### config.mk
export PLATFORM = sky130hd
export DESIGN_NAME = pft_top
export DESIGN_NICKNAME = d
export VERILOG_FILES = /design/src/verilog/pft_pkg.sv /design/src/verilog/pft_top.sv
export SDC_FILE = /design/constraint.sdc
export NUM_CORES = 1
export LEC_CHECK = 0
export ABC_AREA = 1
export BUFFER_PORTS_ARGS = -buffer_cell sky130_fd_sc_hd__buf_4
export CORE_ASPECT_RATIO = 0.9
export CORE_MARGIN = 1.5
export CORE_UTILIZATION = 45
export CTS_CLUSTER_DIAMETER = 120
export DETAILED_ROUTE_END_ITERATION = 12
export GPL_TIMING_DRIVEN = 0
export PLACE_DENSITY = 0.75
export SETUP_SLACK_MARGIN = 0.02
export SLEW_MARGIN = 10
export SYNTH_ARGS = -nofsm -noshare
export SYNTH_HDL_FRONTEND = slang
export SYNTH_SLANG_ARGS = --single-unit
### constraint.sdc
create_clock -name clk_i -period 1.55 [get_ports clk_i]
set_input_delay 0.31 -clock clk_i [delete_from_list [all_inputs] [get_ports clk_i]]
set_output_delay 0.31 -clock clk_i [all_outputs]
set_load 0.005 [all_outputs]
### src/verilog/pft_pkg.sv
package pft_pkg;
   // ------------------------------------------------------------
   // Widths and counter values
   // ------------------------------------------------------------
   localparam int PSC_W = 11;
   localparam logic [10:0] PSC_RST = 11'h000;
   localparam logic [7:0] CNT_ZERO = 8'h00;
   localparam logic [7:0] CNT_MAX = 8'hFF;
   localparam logic [3:0] NIB_RST = 4'h0;
   localparam logic [2:0] MODE2_RST = 3'h0;
   // ------------------------------------------------------------
   // Register indices (byte address is four times the index)
   // ------------------------------------------------------------
   localparam logic [5:0] IDX_FREE_FLAG = 6'h01;
   localparam logic [5:0] IDX_MULTI_FLAG = 6'h02;
   localparam logic [5:0] IDX_TA_MODE = 6'h08;
   localparam logic [5:0] IDX_TB_MODE1 = 6'h09;
   localparam logic [5:0] IDX_TB_LOW = 6'h0A;
   localparam logic [5:0] IDX_TB_HIGH = 6'h0B;
   localparam logic [5:0] IDX_CAP_FLAGS = 6'h21;
   localparam logic [5:0] IDX_PIN_SEL = 6'h24;
   localparam logic [5:0] IDX_TB_MODE2 = 6'h26;
   // ------------------------------------------------------------
   // Field positions
   // ------------------------------------------------------------
   localparam int FREE_FLAG_BIT = 2;
   localparam int MULTI_FLAG_BIT = 0;
   localparam int CSF_BIT = 0;
   localparam int CEF_BIT = 1;
   localparam int PIN_EVT_BIT = 2;
   localparam int RELOAD_BIT = 3;
   localparam int CAP_EN_BIT = 2;
   localparam logic [2:0] SRC_EXT = 3'h7;
   // ------------------------------------------------------------
   // Timing
   // ------------------------------------------------------------
   localparam logic [1:0] MODE_LAT_CYC = 2'h2;
   // Tap masks: tap k ticks when the masked prescaler bits are all one
   localparam logic [10:0] TAP_MASK [0:7] = '{11'h001, 11'h003, 11'h007, 11'h00F,
                                             11'h03F, 11'h0FF, 11'h3FF, 11'h7FF};
   // Event edge selection
   typedef enum logic [1:0] {
      EDGE_NONE = 2'b00,
      EDGE_FALL = 2'b01,
      EDGE_RISE = 2'b10,
      EDGE_BOTH = 2'b11
   } pft_edge_t;
endpackage

### src/verilog/pft_top.sv
// The Wishbone interface to the registers was decided locally.
`timescale 1ns/1ps
// Function
// - 11-bit prescaler, reset zero, divides continuously
// - Prescaler halts in stop mode
// - Free timer resets zero, counts selected ticks
// - Free timer wraps at FF, sets flag
// - Free timer source from 4-bit mode register
// - Multi timer loaded by software, then counts
// - Overflow reloads or restarts from zero
// - Overflow sets request flag, software clears
// - Event mode counts selected pin edges
// - Capture copies count, flags, clears timer
// - Trigger or overflow while captured: error
// - Status and error cleared by writing zero
// - Mode one takes effect two cycles later
// - Mode two: edge select, capture enable
// - High load write loads both digits
// - Low load digit resets to zero
// - High read latches low digit outside capture mode
// - Captured digits readable in any order
module pft_top
   import pft_pkg::*;
(
   input wire logic clk_i,
   input wire logic rst_i,
   input wire logic wb_cyc_i,
   input wire logic wb_stb_i,
   input wire logic wb_we_i,
   input wire logic [7:0] wb_adr_i,
   input wire logic [3:0] wb_sel_i,
   input wire logic [31:0] wb_dat_i,
   output logic [31:0] wb_dat_o,
   output logic wb_ack_o,
   input wire logic stop_mode_i,
   input wire logic event_trigger_pin_i,
   output logic free_timer_overflow_flag_o,
   output logic multi_timer_request_flag_o
);

   // ------------------------------------------------------------
   // Helper functions
   // ------------------------------------------------------------
   // Tick of a prescaler tap
   function automatic logic tap_tick(input logic [10:0] p, input logic [2:0] sel);
      logic [10:0] m;
      m = TAP_MASK[sel];
      return (p & m) == m;
   endfunction

   // Edge selection decode
   function automatic logic edge_hit(input logic [1:0] sel, input logic rise, input logic fall);
      logic hit;
      hit = 1'b0;
      case (pft_edge_t'(sel))
         EDGE_FALL: hit = fall;
         EDGE_RISE: hit = rise;
         EDGE_BOTH: hit = rise | fall;
         default: hit = 1'b0;
      endcase
      return hit;
   endfunction

   // ------------------------------------------------------------
   // State
   // ------------------------------------------------------------
   logic [10:0] psc_ff; // System prescaler
   logic [7:0] ta_ff; // Free-running timer count
   logic [7:0] tb_ff; // Multifunction timer count
   logic [3:0] tma_ff; // Free timer mode
   logic [3:0] timer_b_mode_one_pend_ff; // Written mode one, pending
   logic [3:0] timer_b_mode_one_ff; // Active mode one
   logic [1:0] lag_ff; // Mode one settle counter
   logic [2:0] timer_b_mode_two_ff; // Mode two
   logic [3:0] timer_b_load_low_ff; // Load low digit
   logic [3:0] timer_b_load_high_ff; // Load high digit
   logic [3:0] event_pin_function_select_ff; // Pin function select
   logic [7:0] cap_ff; // Captured count
   logic [3:0] lat_ff; // Latched low digit
   logic free_timer_overflow_flag_ff; // Free timer overflow flag
   logic multi_timer_request_flag_ff; // Multi timer request flag
   logic capture_status_flag_ff; // Capture status flag
   logic capture_error_flag_ff; // Capture error flag
   logic s1_ff, s2_ff, s3_ff; // Pin synchroniser
   logic lvl_ff; // Filtered pin level
   logic lvl_ok_ff; // Filtered level is valid
   logic ack_ff; // Bus acknowledge
   logic [31:0] rd_ff; // Bus read data

   // ------------------------------------------------------------
   // Bus decode
   // ------------------------------------------------------------
   logic take; // Request taken this edge
   logic wr; // Write taken
   logic rd; // Read taken
   logic [5:0] idx; // Register index
   logic [3:0] wd; // Written nibble
   assign take = wb_cyc_i & wb_stb_i & ~ack_ff;
   assign idx = wb_adr_i[7:2];
   assign wr = take & wb_we_i & wb_sel_i[0];
   assign rd = take & ~wb_we_i;
   assign wd = wb_dat_i[3:0];

   logic wr_tb_low, wr_tb_high, wr_ifa, wr_ifb, wr_cap;
   assign wr_tb_low = wr & (idx == IDX_TB_LOW);
   assign wr_tb_high = wr & (idx == IDX_TB_HIGH);
   assign wr_ifa = wr & (idx == IDX_FREE_FLAG);
   assign wr_ifb = wr & (idx == IDX_MULTI_FLAG);
   assign wr_cap = wr & (idx == IDX_CAP_FLAGS);

   // ------------------------------------------------------------
   // Event pin synchroniser and edge filter
   // ------------------------------------------------------------
   // Three stages, no reset: they already hold the pin level when reset ends
   always_ff @(posedge clk_i) begin
      s1_ff <= event_trigger_pin_i;
      s2_ff <= s1_ff;
      s3_ff <= s2_ff;
   end

   logic agree, rise, fall, evt_edge, pin_en;
   assign agree = (s2_ff == s3_ff); // A change counts once stages two and three agree
   // First valid level after reset gives no edge
   assign rise = agree & lvl_ok_ff & s3_ff & ~lvl_ff;
   assign fall = agree & lvl_ok_ff & ~s3_ff & lvl_ff;
   // Pin only acts when set to its event function
   assign pin_en = event_pin_function_select_ff[PIN_EVT_BIT];
   assign evt_edge = pin_en & edge_hit(timer_b_mode_two_ff[1:0], rise, fall);

   // Filtered level
   always_ff @(posedge clk_i) begin
      if (rst_i) begin
         lvl_ff <= 1'b0;
         lvl_ok_ff <= 1'b0;
      end else if (agree) begin
         lvl_ff <= s3_ff;
         lvl_ok_ff <= 1'b1;
      end
   end

   // ------------------------------------------------------------
   // Prescaler
   // ------------------------------------------------------------
   // Free-running divider, frozen in stop mode
   always_ff @(posedge clk_i) begin
      if (rst_i) begin
         psc_ff <= PSC_RST;
      end else if (!stop_mode_i) begin
         psc_ff <= psc_ff + 11'h001;
      end
   end

   // ------------------------------------------------------------
   // Mode registers
   // ------------------------------------------------------------
   // Free timer mode and pin function
   always_ff @(posedge clk_i) begin
      if (rst_i) begin
         tma_ff <= NIB_RST;
         event_pin_function_select_ff <= NIB_RST;
         timer_b_mode_two_ff <= MODE2_RST;
      end else if (wr) begin
         if (idx == IDX_TA_MODE) begin
            tma_ff <= wd;
         end
         if (idx == IDX_PIN_SEL) begin
            event_pin_function_select_ff <= wd;
         end
         if (idx == IDX_TB_MODE2) begin
            timer_b_mode_two_ff <= wd[2:0];
         end
      end
   end

   // Mode one: write held pending, applied two cycles later
   always_ff @(posedge clk_i) begin
      if (rst_i) begin
         timer_b_mode_one_pend_ff <= NIB_RST;
         lag_ff <= 2'h0;
      end else if (wr && idx == IDX_TB_MODE1) begin
         timer_b_mode_one_pend_ff <= wd;
         lag_ff <= MODE_LAT_CYC;
      end else if (lag_ff != 2'h0) begin
         lag_ff <= lag_ff - 2'h1;
      end
   end

   // Active mode one
   always_ff @(posedge clk_i) begin
      if (rst_i) begin
         timer_b_mode_one_ff <= NIB_RST;
      end else if (lag_ff == 2'h1) begin
         timer_b_mode_one_ff <= timer_b_mode_one_pend_ff;
      end
   end

   // ------------------------------------------------------------
   // Load register
   // ------------------------------------------------------------
   // High digit has no documented reset; cleared to keep it defined
   always_ff @(posedge clk_i) begin
      if (rst_i) begin
         timer_b_load_low_ff <= NIB_RST;
         timer_b_load_high_ff <= NIB_RST;
      end else begin
         if (wr_tb_low) begin
            timer_b_load_low_ff <= wd;
         end
         if (wr_tb_high) begin
            timer_b_load_high_ff <= wd;
         end
      end
   end

   // ------------------------------------------------------------
   // Free-running timer
   // ------------------------------------------------------------
   logic ta_tick, ta_ovf;
   assign ta_tick = ~stop_mode_i & tap_tick(psc_ff, tma_ff[2:0]);
   assign ta_ovf = ta_tick & (ta_ff == CNT_MAX);

   // Count and wrap
   always_ff @(posedge clk_i) begin
      if (rst_i) begin
         ta_ff <= CNT_ZERO;
      end else if (ta_tick) begin
         ta_ff <= ta_ff + 8'h01;
      end
   end

   // Overflow flag: set wins over clear
   always_ff @(posedge clk_i) begin
      if (rst_i) begin
         free_timer_overflow_flag_ff <= 1'b0;
      end else if (ta_ovf) begin
         free_timer_overflow_flag_ff <= 1'b1;
      end else if (wr_ifa && !wd[FREE_FLAG_BIT]) begin
         free_timer_overflow_flag_ff <= 1'b0;
      end
   end

   // ------------------------------------------------------------
   // Multifunction timer
   // ------------------------------------------------------------
   logic cap_en, ext_src, tb_tick, tb_ovf, cap_evt;
   assign cap_en = timer_b_mode_two_ff[CAP_EN_BIT];
   assign ext_src = (timer_b_mode_one_ff[2:0] == SRC_EXT);
   // Capture mode counts internal taps only
   assign tb_tick = ext_src ? (evt_edge & ~cap_en)
                            : (~stop_mode_i & tap_tick(psc_ff, timer_b_mode_one_ff[2:0]));
   assign cap_evt = cap_en & evt_edge;
   assign tb_ovf = tb_tick & (tb_ff == CNT_MAX);

   // Load has priority, then capture, then counting
   always_ff @(posedge clk_i) begin
      if (rst_i) begin
         tb_ff <= CNT_ZERO;
      end else if (wr_tb_high) begin
         tb_ff <= {wd, timer_b_load_low_ff};
      end else if (cap_evt) begin
         tb_ff <= CNT_ZERO;
      end else if (tb_ovf) begin
         // Reload or restart
         tb_ff <= timer_b_mode_one_ff[RELOAD_BIT] ? {timer_b_load_high_ff, timer_b_load_low_ff} : CNT_ZERO;
      end else if (tb_tick) begin
         tb_ff <= tb_ff + 8'h01;
      end
   end

   // Capture copy
   always_ff @(posedge clk_i) begin
      if (rst_i) begin
         cap_ff <= CNT_ZERO;
      end else if (cap_evt) begin
         cap_ff <= tb_ff;
      end
   end

   // Request flag: set wins over clear
   always_ff @(posedge clk_i) begin
      if (rst_i) begin
         multi_timer_request_flag_ff <= 1'b0;
      end else if (tb_ovf || cap_evt) begin
         multi_timer_request_flag_ff <= 1'b1;
      end else if (wr_ifb && !wd[MULTI_FLAG_BIT]) begin
         multi_timer_request_flag_ff <= 1'b0;
      end
   end

   // Capture status and error flags
   always_ff @(posedge clk_i) begin
      if (rst_i) begin
         capture_status_flag_ff <= 1'b0;
         capture_error_flag_ff <= 1'b0;
      end else begin
         if (cap_evt) begin
            capture_status_flag_ff <= 1'b1;
         end else if (wr_cap && !wd[CSF_BIT]) begin
            capture_status_flag_ff <= 1'b0;
         end
         if (capture_status_flag_ff && (cap_evt || tb_ovf)) begin
            capture_error_flag_ff <= 1'b1;
         end else if (wr_cap && !wd[CEF_BIT]) begin
            capture_error_flag_ff <= 1'b0;
         end
      end
   end

   // ------------------------------------------------------------
   // Read path
   // ------------------------------------------------------------
   // High read latches low digit outside capture mode
   always_ff @(posedge clk_i) begin
      if (rst_i) begin
         lat_ff <= NIB_RST;
      end else if (rd && idx == IDX_TB_HIGH && !cap_en) begin
         lat_ff <= tb_ff[3:0];
      end
   end

   // Read data mux; write-only and unmapped read zero
   logic [3:0] rnib;
   always_comb begin
      rnib = 4'h0;
      case (idx)
         IDX_FREE_FLAG: rnib[FREE_FLAG_BIT] = free_timer_overflow_flag_ff;
         IDX_MULTI_FLAG: rnib[MULTI_FLAG_BIT] = multi_timer_request_flag_ff;
         IDX_CAP_FLAGS: rnib = {2'b00, capture_error_flag_ff, capture_status_flag_ff};
         IDX_TB_LOW: rnib = cap_en ? cap_ff[3:0] : lat_ff;
         IDX_TB_HIGH: rnib = cap_en ? cap_ff[7:4] : tb_ff[7:4];
         default: rnib = 4'h0;
      endcase
   end

   // One-wait-state Wishbone answer
   always_ff @(posedge clk_i) begin
      if (rst_i) begin
         ack_ff <= 1'b0;
         rd_ff <= 32'h00000000;
      end else begin
         ack_ff <= take;
         if (rd) begin
            rd_ff <= {28'h0000000, rnib};
         end
      end
   end

   // ------------------------------------------------------------
   // Outputs
   // ------------------------------------------------------------
   assign wb_ack_o = ack_ff;
   assign wb_dat_o = rd_ff;
   assign free_timer_overflow_flag_o = free_timer_overflow_flag_ff;
   assign multi_timer_request_flag_o = multi_timer_request_flag_ff;

   // ------------------------------------------------------------
   // Checks
   // ------------------------------------------------------------
   psc_clear_a: assert property (@(posedge clk_i) disable iff (rst_i)
      $fell(rst_i) |-> psc_ff == PSC_RST)
      else $error("prescaler not zero after reset");
   psc_halt_a: assert property (@(posedge clk_i) disable iff (rst_i)
      stop_mode_i |=> psc_ff == $past(psc_ff))
      else $error("prescaler moved in stop mode");
   ta_step_a: assert property (@(posedge clk_i) disable iff (rst_i)
      ta_tick && ta_ff != CNT_MAX |=> ta_ff == $past(ta_ff) + 8'h01)
      else $error("free timer step wrong");
   ta_wrap_a: assert property (@(posedge clk_i) disable iff (rst_i)
      ta_ovf |=> ta_ff == CNT_ZERO && free_timer_overflow_flag_ff)
      else $error("free timer wrap wrong");
   tb_reload_a: assert property (@(posedge clk_i) disable iff (rst_i)
      tb_ovf && !wr_tb_high && !cap_evt && timer_b_mode_one_ff[RELOAD_BIT]
      |=> tb_ff == {$past(timer_b_load_high_ff), $past(timer_b_load_low_ff)})
      else $error("reload value wrong");
   req_flag_a: assert property (@(posedge clk_i) disable iff (rst_i)
      tb_ovf |=> multi_timer_request_flag_ff [*1] ##0 multi_timer_request_flag_o)
      else $error("request flag not set");
   cap_take_a: assert property (@(posedge clk_i) disable iff (rst_i)
      cap_evt && !wr_tb_high |=> cap_ff == $past(tb_ff) && tb_ff == CNT_ZERO && capture_status_flag_ff)
      else $error("capture wrong");

   cap_err_a: assert property (@(posedge clk_i) disable iff (rst_i)
      capture_status_flag_ff && (cap_evt || tb_ovf) |=> capture_error_flag_ff)
      else $error("capture error not set");

   mode_lag_a: assert property (@(posedge clk_i) disable iff (rst_i)
      wr && idx == IDX_TB_MODE1 |-> ##3 timer_b_mode_one_ff == $past(wd, 3))
      else $error("mode one lag wrong");

   load_high_a: assert property (@(posedge clk_i) disable iff (rst_i)
      wr_tb_high |=> tb_ff == {$past(wd), $past(timer_b_load_low_ff)})
      else $error("load from digits wrong");

endmodule
==> metrics.cfg, run 1 <==
[die]
ios = 86
core_um2 = 8570
die-area_um2 = 9360
rows = 32
die_w_um = 102
die_h_um = 91.9
start_util = 0.462

[synthesis]
synthTopCellsByArea = dfxtp_1, nand2_1, a21oi_1, o21ai_0, inv_1
post_synth_num_cell_types = 42
synth_edf_count = 0
synth_cells = 545
synth_ff_type = dfxtp_1
synth_warnings = 0
synth_top_area_frac = 0.395
synthArstFlopShare = 0
netlist_area_um2 = 3960
yosysSeqAreaShare = 0.395
synth_top_area_cell = dfxtp_1
ys_ff_latch = 78
avgSynthCellArea_um2 = 7.26

[critical_path]
crit_family = simple AND/OR/NAND/NOR gates
worstPathCellList = nand3b_4 > nor2_4 > nand4_1 > nor2_4 > buf_12 > o21ai_2 > a21oi_1
endpoint_kind = register
cp_max_fo = 6
worst_path_most_repeated_cell = nor2_4
max_stage_delay_ps = 320
arrival_ps = 1900
crit_buf_inv = 1
startpoint_type = register
required_ps = 1830
slowest_stage = dfxtp_2
worstSetupPathType = register to register

[placement]
gp_congestion = 0.877
port_buffers = 24
dp_hpwl_mm = 6.70
dpl_worst_slack_ps = -344
placed_cells = 715

[sta]
setup_ws_ps = -64.2
period_share = 1.04
holdWs_ps = 59.4
fin_skew_ps = 10.4
finalHoldViolCount = 0
clock.fmax_mhz = 620
final_max_slew_viol_count = 0
tightest_slew_ps = 643
post-route-min-period_ps = 1610
grt_setup_unrepaired = true
setup_violations = 12
slew_headroom = 0.571

[clock_network]
insertion_delay_ps = 350
cts_root_buffer = clkbuf_8
htree_levels = 3
cts_buffers = 9
cts_tree = done
clk_pin_slew_ps = 80
clk_path_buf_depth = 2
cts_sinks = 78

[cells_and_area]
fin_cells = 749
nets = 679
diodes = 0
drive_gt1_frac = 0.289
area_growth_pct = 25.6
layout.core_utilization = 0.580
final_cell_mix = nand2_1, buf_4, dfxtp_1, inv_1, a21oi_1
final_common_cell = nand2_1

[pwr]
leakage_nw = 2.07
power.switching_mw = 1.03
pwr-share-clk = 0.386
peakVddDrop_mv = 0.578
p_int_mw = 3.01
comb_power_share = 0.103
power_mw = 4.05
seq_power_share = 0.511
power-per-cell-area_nw_per_um2 = 815
switching_share = 0.255

[global_routing]
grt_max_degree = 14
antenna_found_initial = 0
overflow = 0
grt_pass1_vias = 3397
grt_usage = 0.212
grt_pass1_wl_mm = 15.6

[drt]
drtIter0Drc = 195
drt-total-wl_mm = 9.77
antenna_left = 0
wl_per_cell_um = 13.0
first_pass_iters = 4
dr_total_vias = 3742
drcViolationCount = 0
avgViaCountPerCell = 5.00

[hold_path]
hp-class = input port to register

[run_status]
status = finished with violations
violations = negative setup slack

[job]
max_cap_viol_count = 0

==> registers in the layout, summed over array words and instances (netlist names), 4 cells and up <==
signal                    flops
timer_b_mode_one_pend_ff      4
timer_b_mode_one_ff           4
cap_ff                        8
timer_b_load_low_ff           4
psc_ff                       11
timer_b_load_high_ff          4
tb_ff                         8
wb_dat_o                      4
lat_ff                        4
ta_ff                         8
==> cell usage after synthesis, types with 7 or more instances <==
library cell	count
clkbuf_1	7
nand2_1	112
o21ai_1	7
o21ai_0	47
buf_4	28
a21oi_1	51
inv_1	58
nor2_1	39
nand3_1	30
a21oi_2	12
xor2_1	7
dfxtp_1	78
==> power groups by stage <==
stage                     logic [mW]  clock network [mW]  registers, mW
after floorplan                0.251                   0           2.11
after global placement         0.351                   0           2.11
after detailed placement       0.359                   0           2.12
after CTS                      0.390                1.59           2.07
after global routing           0.459                1.67           2.07
final                          0.416                1.56           2.07
==> final timing paths <==
kind | startpoint | to | slack [ps] | cells past startpoint
max | wb_ack_o | timer_b_mode_one_pend_ff[2] | -60 | 7
min | event_trigger_pin_i | s1_ff | 60 | 1
max reg2reg | wb_ack_o | timer_b_mode_one_pend_ff[2] | -60 | 7
min reg2reg | s1_ff | s2_ff | 320 | 0
==> area by class of cell <==
| type | count | area (um^2) |
|---|---|---|
| inverters | 64 | 245 |
| well taps | 119 | 149 |
| plain buffers | 41 | 290 |
| repair buffers | 42 | 339 |
| clock buffers | 12 | 145 |
| flip-flops and latches | 78 | 1590 |
| fillers | 770 | 3600 |
| multi-input cells | 389 | 2150 |
| clock inverters | 4 | 55.1 |
==> metal layers <==
metal	global-route usage	vias up	wire (um)
met5	0	-	0
met4	0.0685	0	200
met3	0.0534	17	599
met2	0.344	110	4760
met1	0.276	1727	4210
li1	-	1888	-
==> cells by family after synthesis <==
family          Yosys count  synth area share
fa+ha+maj                 3           0.00949
flops                    78             0.395
xor+xnor                 10            0.0221
buf+inv                 105             0.130
simple gates            216             0.254
other cells               1          0.000948
compound gates          132             0.188
==> through the flow <==
step                instance area, um^2  setup TNS, ps
floorplan                          4060              0
global route                       4970          -1550
finish                             4970           -393
detailed placement                 4390          -4040
CTS                                4750           -502
global placement                   4390          -2730
==> timing repair <==
item,in CTS,in global routing
setup buffers,9,9
cloned,0,0
hold endpoints to repair,0,0
pin swaps,10,13
hold buffers,0,0
gates resized for setup,29,57
endpoints found under the setup margin,22,51
(Power assumes the default switching activity.)
==> run 2: changes to the inputs <==
--- a/config.mk
+++ b/config.mk
@@ -9,11 +9,11 @@
 export BUFFER_PORTS_ARGS = -buffer_cell sky130_fd_sc_hd__buf_4
 export CORE_ASPECT_RATIO = 0.9
 export CORE_MARGIN = 1.5
-export CORE_UTILIZATION = 45
+export CORE_UTILIZATION = 49
 export CTS_CLUSTER_DIAMETER = 120
 export DETAILED_ROUTE_END_ITERATION = 12
 export GPL_TIMING_DRIVEN = 0
-export PLACE_DENSITY = 0.75
+export PLACE_DENSITY = 0.8
 export SETUP_SLACK_MARGIN = 0.02
 export SLEW_MARGIN = 10
 export SYNTH_ARGS = -nofsm -noshare
==> run 2 against run 1 <==
The run still ends with negative setup slack left. Worst setup slack got worse by 11 ps. Utilization rose by 6.4 points. Cell count fell by 3.1%. Sequential share of layout area fell by 0.16 points. Fmax fell by 0.67%. Clock power rose by 9.6%. Global-route usage rose by 2.2 points. Critical path type unchanged. Count of clock-buffer cells in the layout fell by 2. Largest power group unchanged.
==> metrics.cfg, run 2 (synthesis gave the netlist of run 1 again) <==
[critical_path]
r2r_slack_ps = -80  ; about the same
cp_max_fo = 8  ; +2
endpoint_kind = register
arrival_ps = 1900  ; about the same
worst_path_most_repeated_cell = nor2_4
required_ps = 1830  ; about the same
slowest_stage = dfxtp_2
worstPathCellList = nand3b_4 > nor2_4 > nand4_1 > buf_6 > nor2_4 > buf_4 > nand2_1 > o21ai_0
reg2reg_from = wb_ack_o
startpoint_type = register
max_stage_delay_ps = 320  ; about the same
r2r-end = lag_ff[1]
worstSetupPathType = register to register
r2r_cells = 8  ; +1

[clock_network]
cts_buffers = 9  ; unchanged
cts_sinks = 78  ; unchanged
cts_root_buffer = clkbuf_8
cts_tree = done
insertion_delay_ps = 360  ; about the same
clk_pin_slew_ps = 90  ; about the same
cts_hold_buf = 0  ; unchanged
htree_levels = 3  ; unchanged
clk_path_buf_depth = 2  ; unchanged

[drt]
avgViaCountPerCell = 5.35  ; +7.1%
drtIter0Drc = 170  ; -13%
dr_total_vias = 3883  ; +3.8%
drcViolationCount = 0  ; unchanged
first_pass_iters = 5  ; +1
wl_per_cell_um = 14.0  ; +7.3%
antenna_left = 0  ; unchanged
drt-total-wl_mm = 10.2  ; +4.0%

[pwr]
pwr-share-clk = 0.406  ; +0.020
seq_power_share = 0.492  ; -0.019
p_int_mw = 3.16  ; +4.9%
comb_power_share = 0.102  ; about the same
peakVddDrop_mv = 0.518  ; -10%
power-per-cell-area_nw_per_um2 = 848  ; +4.1%
leakage_nw = 2.07  ; about the same
power.switching_mw = 1.04  ; +0.98%
switching_share = 0.248  ; -0.00716

[sta]
fin_skew_ps = 12.6  ; +2.26 ps
holdWs_ps = 50.2  ; -9.22 ps
setup_ws_ps = -75.0  ; -10.9 ps
final_max_slew_viol_count = 0  ; unchanged
grt_setup_unrepaired = true
setup_violations = 9  ; -3
finalHoldViolCount = 0  ; unchanged
post-route-min-period_ps = 1630  ; +10.9 ps
period_share = 1.05  ; +0.00700
tightest_slew_ps = 723  ; +80.4 ps
clock.fmax_mhz = 615  ; -0.67%
slew_headroom = 0.518  ; -0.0536
fin_tns_setup_ps = -187  ; +206 ps

[cells_and_area]
top_register = psc_ff
drive_gt1_frac = 0.276  ; -0.0127
multi_input_area_um2 = 2160  ; +0.29%
regArea_um2 = 1580  ; -0.71%
layout.core_utilization = 0.644  ; +0.0645
nets = 680  ; +0.15%
diodes = 0  ; unchanged
largest_register_ffs = 11  ; unchanged
fin_cells = 726  ; -3.1%
area_growth_pct = 25.3
final_common_cell = nand2_1
fill_cells = 640  ; -17%
final_cell_mix = nand2_1, dfxtp_1, buf_4, inv_1, a21oi_1

[global_routing]
grt_pass1_wl_mm = 16.2  ; +4.0%
grt_max_degree = 14  ; unchanged
grt_usage = 0.235  ; +0.0222
antenna_found_initial = 0  ; unchanged
overflow = 0  ; unchanged
grt_pass1_vias = 3580  ; +5.4%

[hold_path]
holdPathStages = 1  ; unchanged
min-delay-start = event_trigger_pin_i
hp-class = input port to register
hold_end = s1_ff

[run_status]
status = finished with violations
violations = negative setup slack

[die]
start_util = 0.514  ; +0.0524
ios = 86  ; unchanged
die_w_um = 97.7  ; -4.0%
rows = 30  ; -6.3%
die_h_um = 88.2  ; -4.0%
core_um2 = 7690  ; -10%
die-area_um2 = 8620  ; -7.9%

[placement]
dp_hpwl_mm = 6.89  ; +2.8%
gp_congestion = 0.859  ; -2.0%
placed_cells = 692  ; -3.2%
port_buffers = 24  ; unchanged

[job]
max_cap_viol_count = 0  ; unchanged

==> run 2: how the worst max path moves through the flow <==
stage | end | start | slack [ps]
after global placement | tb_ff[2] | tb_ff[0] | -190
after floorplan | tb_ff[2] | tb_ff[0] | 20
final | lag_ff[1] | wb_ack_o | -80
after detailed placement | tb_ff[5] | tb_ff[0] | -280
after global routing | lag_ff[1] | wb_ack_o | -150
after CTS | tb_ff[4] | tb_ff[1] | -60
==> run 2: metrics by stage <==
step	area, um^2	power (mW)	setup slack (ps)
finish	4960	4.21	-75.0
floorplan	4060	2.36	21.4
global placement	4360	2.46	-188
detailed placement	4360	2.48	-277
global route	4960	4.35	-146
CTS	4750	4.18	-64.6
==> run 2: worst max-delay path: cells and delay by family (launching register included) <==
kind	cells	cell delay, ps
flops	1	320
simple gates	5	820
buf+inv	2	330
compound gates	1	80
==> run 2: final cells by class <==
type / instances / share of cell area
clock inverter: 5 / 0.0169
timing repair buffer: 43 / 0.0707
tap: 96 / 0.0242
clock buffer: 10 / 0.0278
inverter: 64 / 0.0500
buffer: 41 / 0.0563
multi-input combinational: 389 / 0.436
sequential: 78 / 0.319
==> run 2: routing by layer <==
layer  up-vias  wire, um  global-route usage
li1       1892         -                   -
met1      1829      4270               0.284
met2       137      5050               0.410
met3        25       653              0.0577
met4         0       195              0.0909
met5         -         0                   0
==> run 2: power by group through the flow <==
| stage | combinational [mW] | clock [mW] | sequential (mW) |
|---|---|---|---|
| finish | 0.427 | 1.71 | 2.07 |
| floorplan | 0.251 | 0 | 2.11 |
| global route | 0.467 | 1.80 | 2.07 |
| CTS | 0.389 | 1.72 | 2.07 |
| global placement | 0.351 | 0 | 2.11 |
| detailed placement | 0.363 | 0 | 2.12 |
==> run 2: repair_timing <==
| item | CTS | global route |
|---|---|---|
| pin swaps | 10 | 17 |
| gates cloned | 0 | 0 |
| endpoints found under the setup margin | 30 | 43 |
| gates resized for setup | 28 | 44 |
| buffers inserted | 11 | 8 |
==> run 3: changes to the inputs <==
--- a/config.mk
+++ b/config.mk
@@ -9,11 +9,12 @@
 export BUFFER_PORTS_ARGS = -buffer_cell sky130_fd_sc_hd__buf_4
 export CORE_ASPECT_RATIO = 0.9
 export CORE_MARGIN = 1.5
-export CORE_UTILIZATION = 49
+export CORE_UTILIZATION = 40
 export CTS_CLUSTER_DIAMETER = 120
+export CTS_CLUSTER_SIZE = 25
 export DETAILED_ROUTE_END_ITERATION = 12
 export GPL_TIMING_DRIVEN = 0
-export PLACE_DENSITY = 0.8
+export PLACE_DENSITY = 0.68
 export SETUP_SLACK_MARGIN = 0.02
 export SLEW_MARGIN = 10
 export SYNTH_ARGS = -nofsm -noshare
==> run 3 against run 2 <==
The run still ends with negative setup slack left. Total power fell by 0.27%. Hold slack worse by 5.4 ps. Critical path depth increased by 1.
==> metrics.cfg, run 3 (synthesis gave the netlist of run 1 again) <==
[run_status]
status = finished with violations
violations = negative setup slack

[critical_path]
slowest_stage = dfxtp_4
required_ps = 1840  ; about the same
arrival_ps = 1890  ; about the same
startpoint_type = register
endpoint_kind = register
worstPathCellList = ha_4 > nand3_4 > nor2_4 > nand2_2 > nor3_4 > nand2_4 > nand2_1 > nand3_2 > a21oi_2
max_stage_delay_ps = 370  ; +50 ps
worstSetupPathType = register to register
cp_max_fo = 8  ; unchanged

[drt]
drcViolationCount = 0  ; unchanged
wl_per_cell_um = 13.2  ; -5.3%
top_layer = met4
route.met2.wl_mm = 4.90  ; -2.9%
drtIter0Drc = 225  ; +32%
drt-met1-wl_mm = 4.44  ; +4.0%
antenna_left = 0  ; unchanged
drt-total-wl_mm = 9.99  ; -1.7%
dr_total_vias = 3707  ; -4.5%
avgViaCountPerCell = 4.92  ; -8.1%
wl_met3_um = 490  ; -25%
first_pass_iters = 5  ; unchanged

[sta]
grt_setup_unrepaired = true
finalHoldViolCount = 0  ; unchanged
slew_headroom = 0.504  ; -0.0143
fin_skew_ps = 10.4  ; -2.19 ps
setup_ws_ps = -46.5  ; +28.5 ps
setup_violations = 8  ; -1
final_max_slew_viol_count = 0  ; unchanged
period_share = 1.03  ; -0.0184
clock.fmax_mhz = 626  ; +1.8%
tightest_slew_ps = 745  ; +21.5 ps
post-route-min-period_ps = 1600  ; -28.5 ps

[cells_and_area]
final_common_cell = nand2_1
diodes = 0  ; unchanged
final_cell_mix = nand2_1, buf_4, dfxtp_1, inv_1, a21oi_1
multi_input_area_um2 = 2150  ; -0.52%
regArea_um2 = 1590  ; +0.40%
fill_cells = 940  ; +47%
drive_gt1_frac = 0.269  ; -0.00708
largest_register_ffs = 11  ; unchanged
layout.core_utilization = 0.512  ; -0.132
nets = 677  ; -0.44%
top_register = psc_ff
area_growth_pct = 25.1

[clock_network]
clk_path_buf_depth = 2  ; unchanged
insertion_delay_ps = 360  ; about the same
cts_sinks = 78  ; unchanged
cts_buffers = 9  ; unchanged
cts_tree = done
cts_root_buffer = clkbuf_8
clk_pin_slew_ps = 80  ; about the same
htree_levels = 3  ; unchanged

[pwr]
power-per-cell-area_nw_per_um2 = 848  ; about the same
power.switching_mw = 1.03  ; -1.1%
leakage_nw = 2.08  ; +0.51%
peakVddDrop_mv = 0.678  ; +31%
seq_power_share = 0.494  ; +0.002
switching_share = 0.246  ; -0.00202
p_int_mw = 3.16  ; about the same
pwr-share-clk = 0.409  ; +0.003
comb_power_share = 0.097  ; -0.005

[die]
ios = 86  ; unchanged
die-area_um2 = 10500  ; +22%
die_h_um = 97.3  ; +10%
die_w_um = 108  ; +10%
rows = 34  ; +13%
start_util = 0.410  ; -0.104
core_um2 = 9660  ; +25%

[job]
max_cap_viol_count = 0  ; unchanged

[placement]
port_buffers = 24  ; unchanged
dp_hpwl_mm = 6.86  ; -0.40%
gp_congestion = 0.873  ; +1.6%
dpl_worst_slack_ps = -328  ; -51.6 ps

[global_routing]
grt_usage = 0.192  ; -0.0427
antenna_found_initial = 0  ; unchanged
grt_pass1_vias = 3392  ; -5.3%
grt_pass1_wl_mm = 16.0  ; -1.7%
overflow = 0  ; unchanged
grt_max_degree = 14  ; unchanged

[hold_path]
hp-class = input port to register

## run 3: cell types whose count changed in the layout (fill, tap and decap cells not counted), sizes merged
cell	previous run	this run
nor2	46	47
buf	76	72
clkbuf	18	19
clkinv	5	7
clkinvlp	2	0
## run 3: routing by layer
layer,global-route usage,vias to the layer above
li1,-,1890
met1,0.251,1699
met2,0.317,101
met3,0.0469,17
met4,0.0496,0
met5,0,-
## run 3: repair_timing
action	CTS	global route
buffers inserted	9	6
cloned	0	1
hold buffers	0	0
resized for setup	26	46
setup endpoints to repair	29	50
hold endpoints to repair	0	0
pin swaps	13	14
## run 3: metrics by stage
| stage | power, mW | hold slack [ps] | setup TNS, ps | instances | area (um^2) |
|---|---|---|---|---|---|
| after CTS | 4.21 | 31.1 | -447 | 747 | 4760 |
| after global placement | 2.47 | 316 | -3070 | 722 | 4390 |
| after floorplan | 2.36 | 310 | 0 | 572 | 4060 |
| after detailed placement | 2.48 | 315 | -3750 | 722 | 4390 |
| final | 4.19 | 44.7 | -194 | 754 | 4950 |
| after global routing | 4.36 | 23.8 | -1300 | 754 | 4950 |
## run 3: worst paths after layout
kind	startpoint	end	slack, ps	cells past startpoint
setup reg to reg	tb_ff[0]	tb_ff[4]	-50	9
hold reg to reg	s1_ff	s2_ff	340	0
hold / removal	event_trigger_pin_i	s1_ff	40	1
setup / recovery	tb_ff[0]	tb_ff[4]	-50	9
## run 3: power by group through the flow
stage | Clock, mW | Combinational, mW | Sequential (mW)
global route | 1.83 | 0.453 | 2.08
detailed placement | 0 | 0.359 | 2.12
finish | 1.72 | 0.407 | 2.07
CTS | 1.76 | 0.383 | 2.07
global placement | 0 | 0.352 | 2.11
floorplan | 0 | 0.251 | 2.11
## run 3: area by class of cell
| cell class | count | area share |
|---|---|---|
| Multi-Input combinational cell | 390 | 0.434 |
| Buffer | 41 | 0.0564 |
| Sequential cell | 78 | 0.321 |
| Clock inverter | 5 | 0.0167 |
| Timing Repair Buffer | 39 | 0.0615 |
| Inverter | 64 | 0.0501 |
| Clock buffer | 11 | 0.0286 |
| Tap cell | 126 | 0.0319 |
## run 3: critical path, delay by kind of cell (launching register included)
| family | cells | cell delay (ps) |
|---|---|---|
| flops | 1 | 370 |
| compound gates | 1 | 150 |
| fa+ha+maj | 1 | 150 |
| simple gates | 7 | 860 |
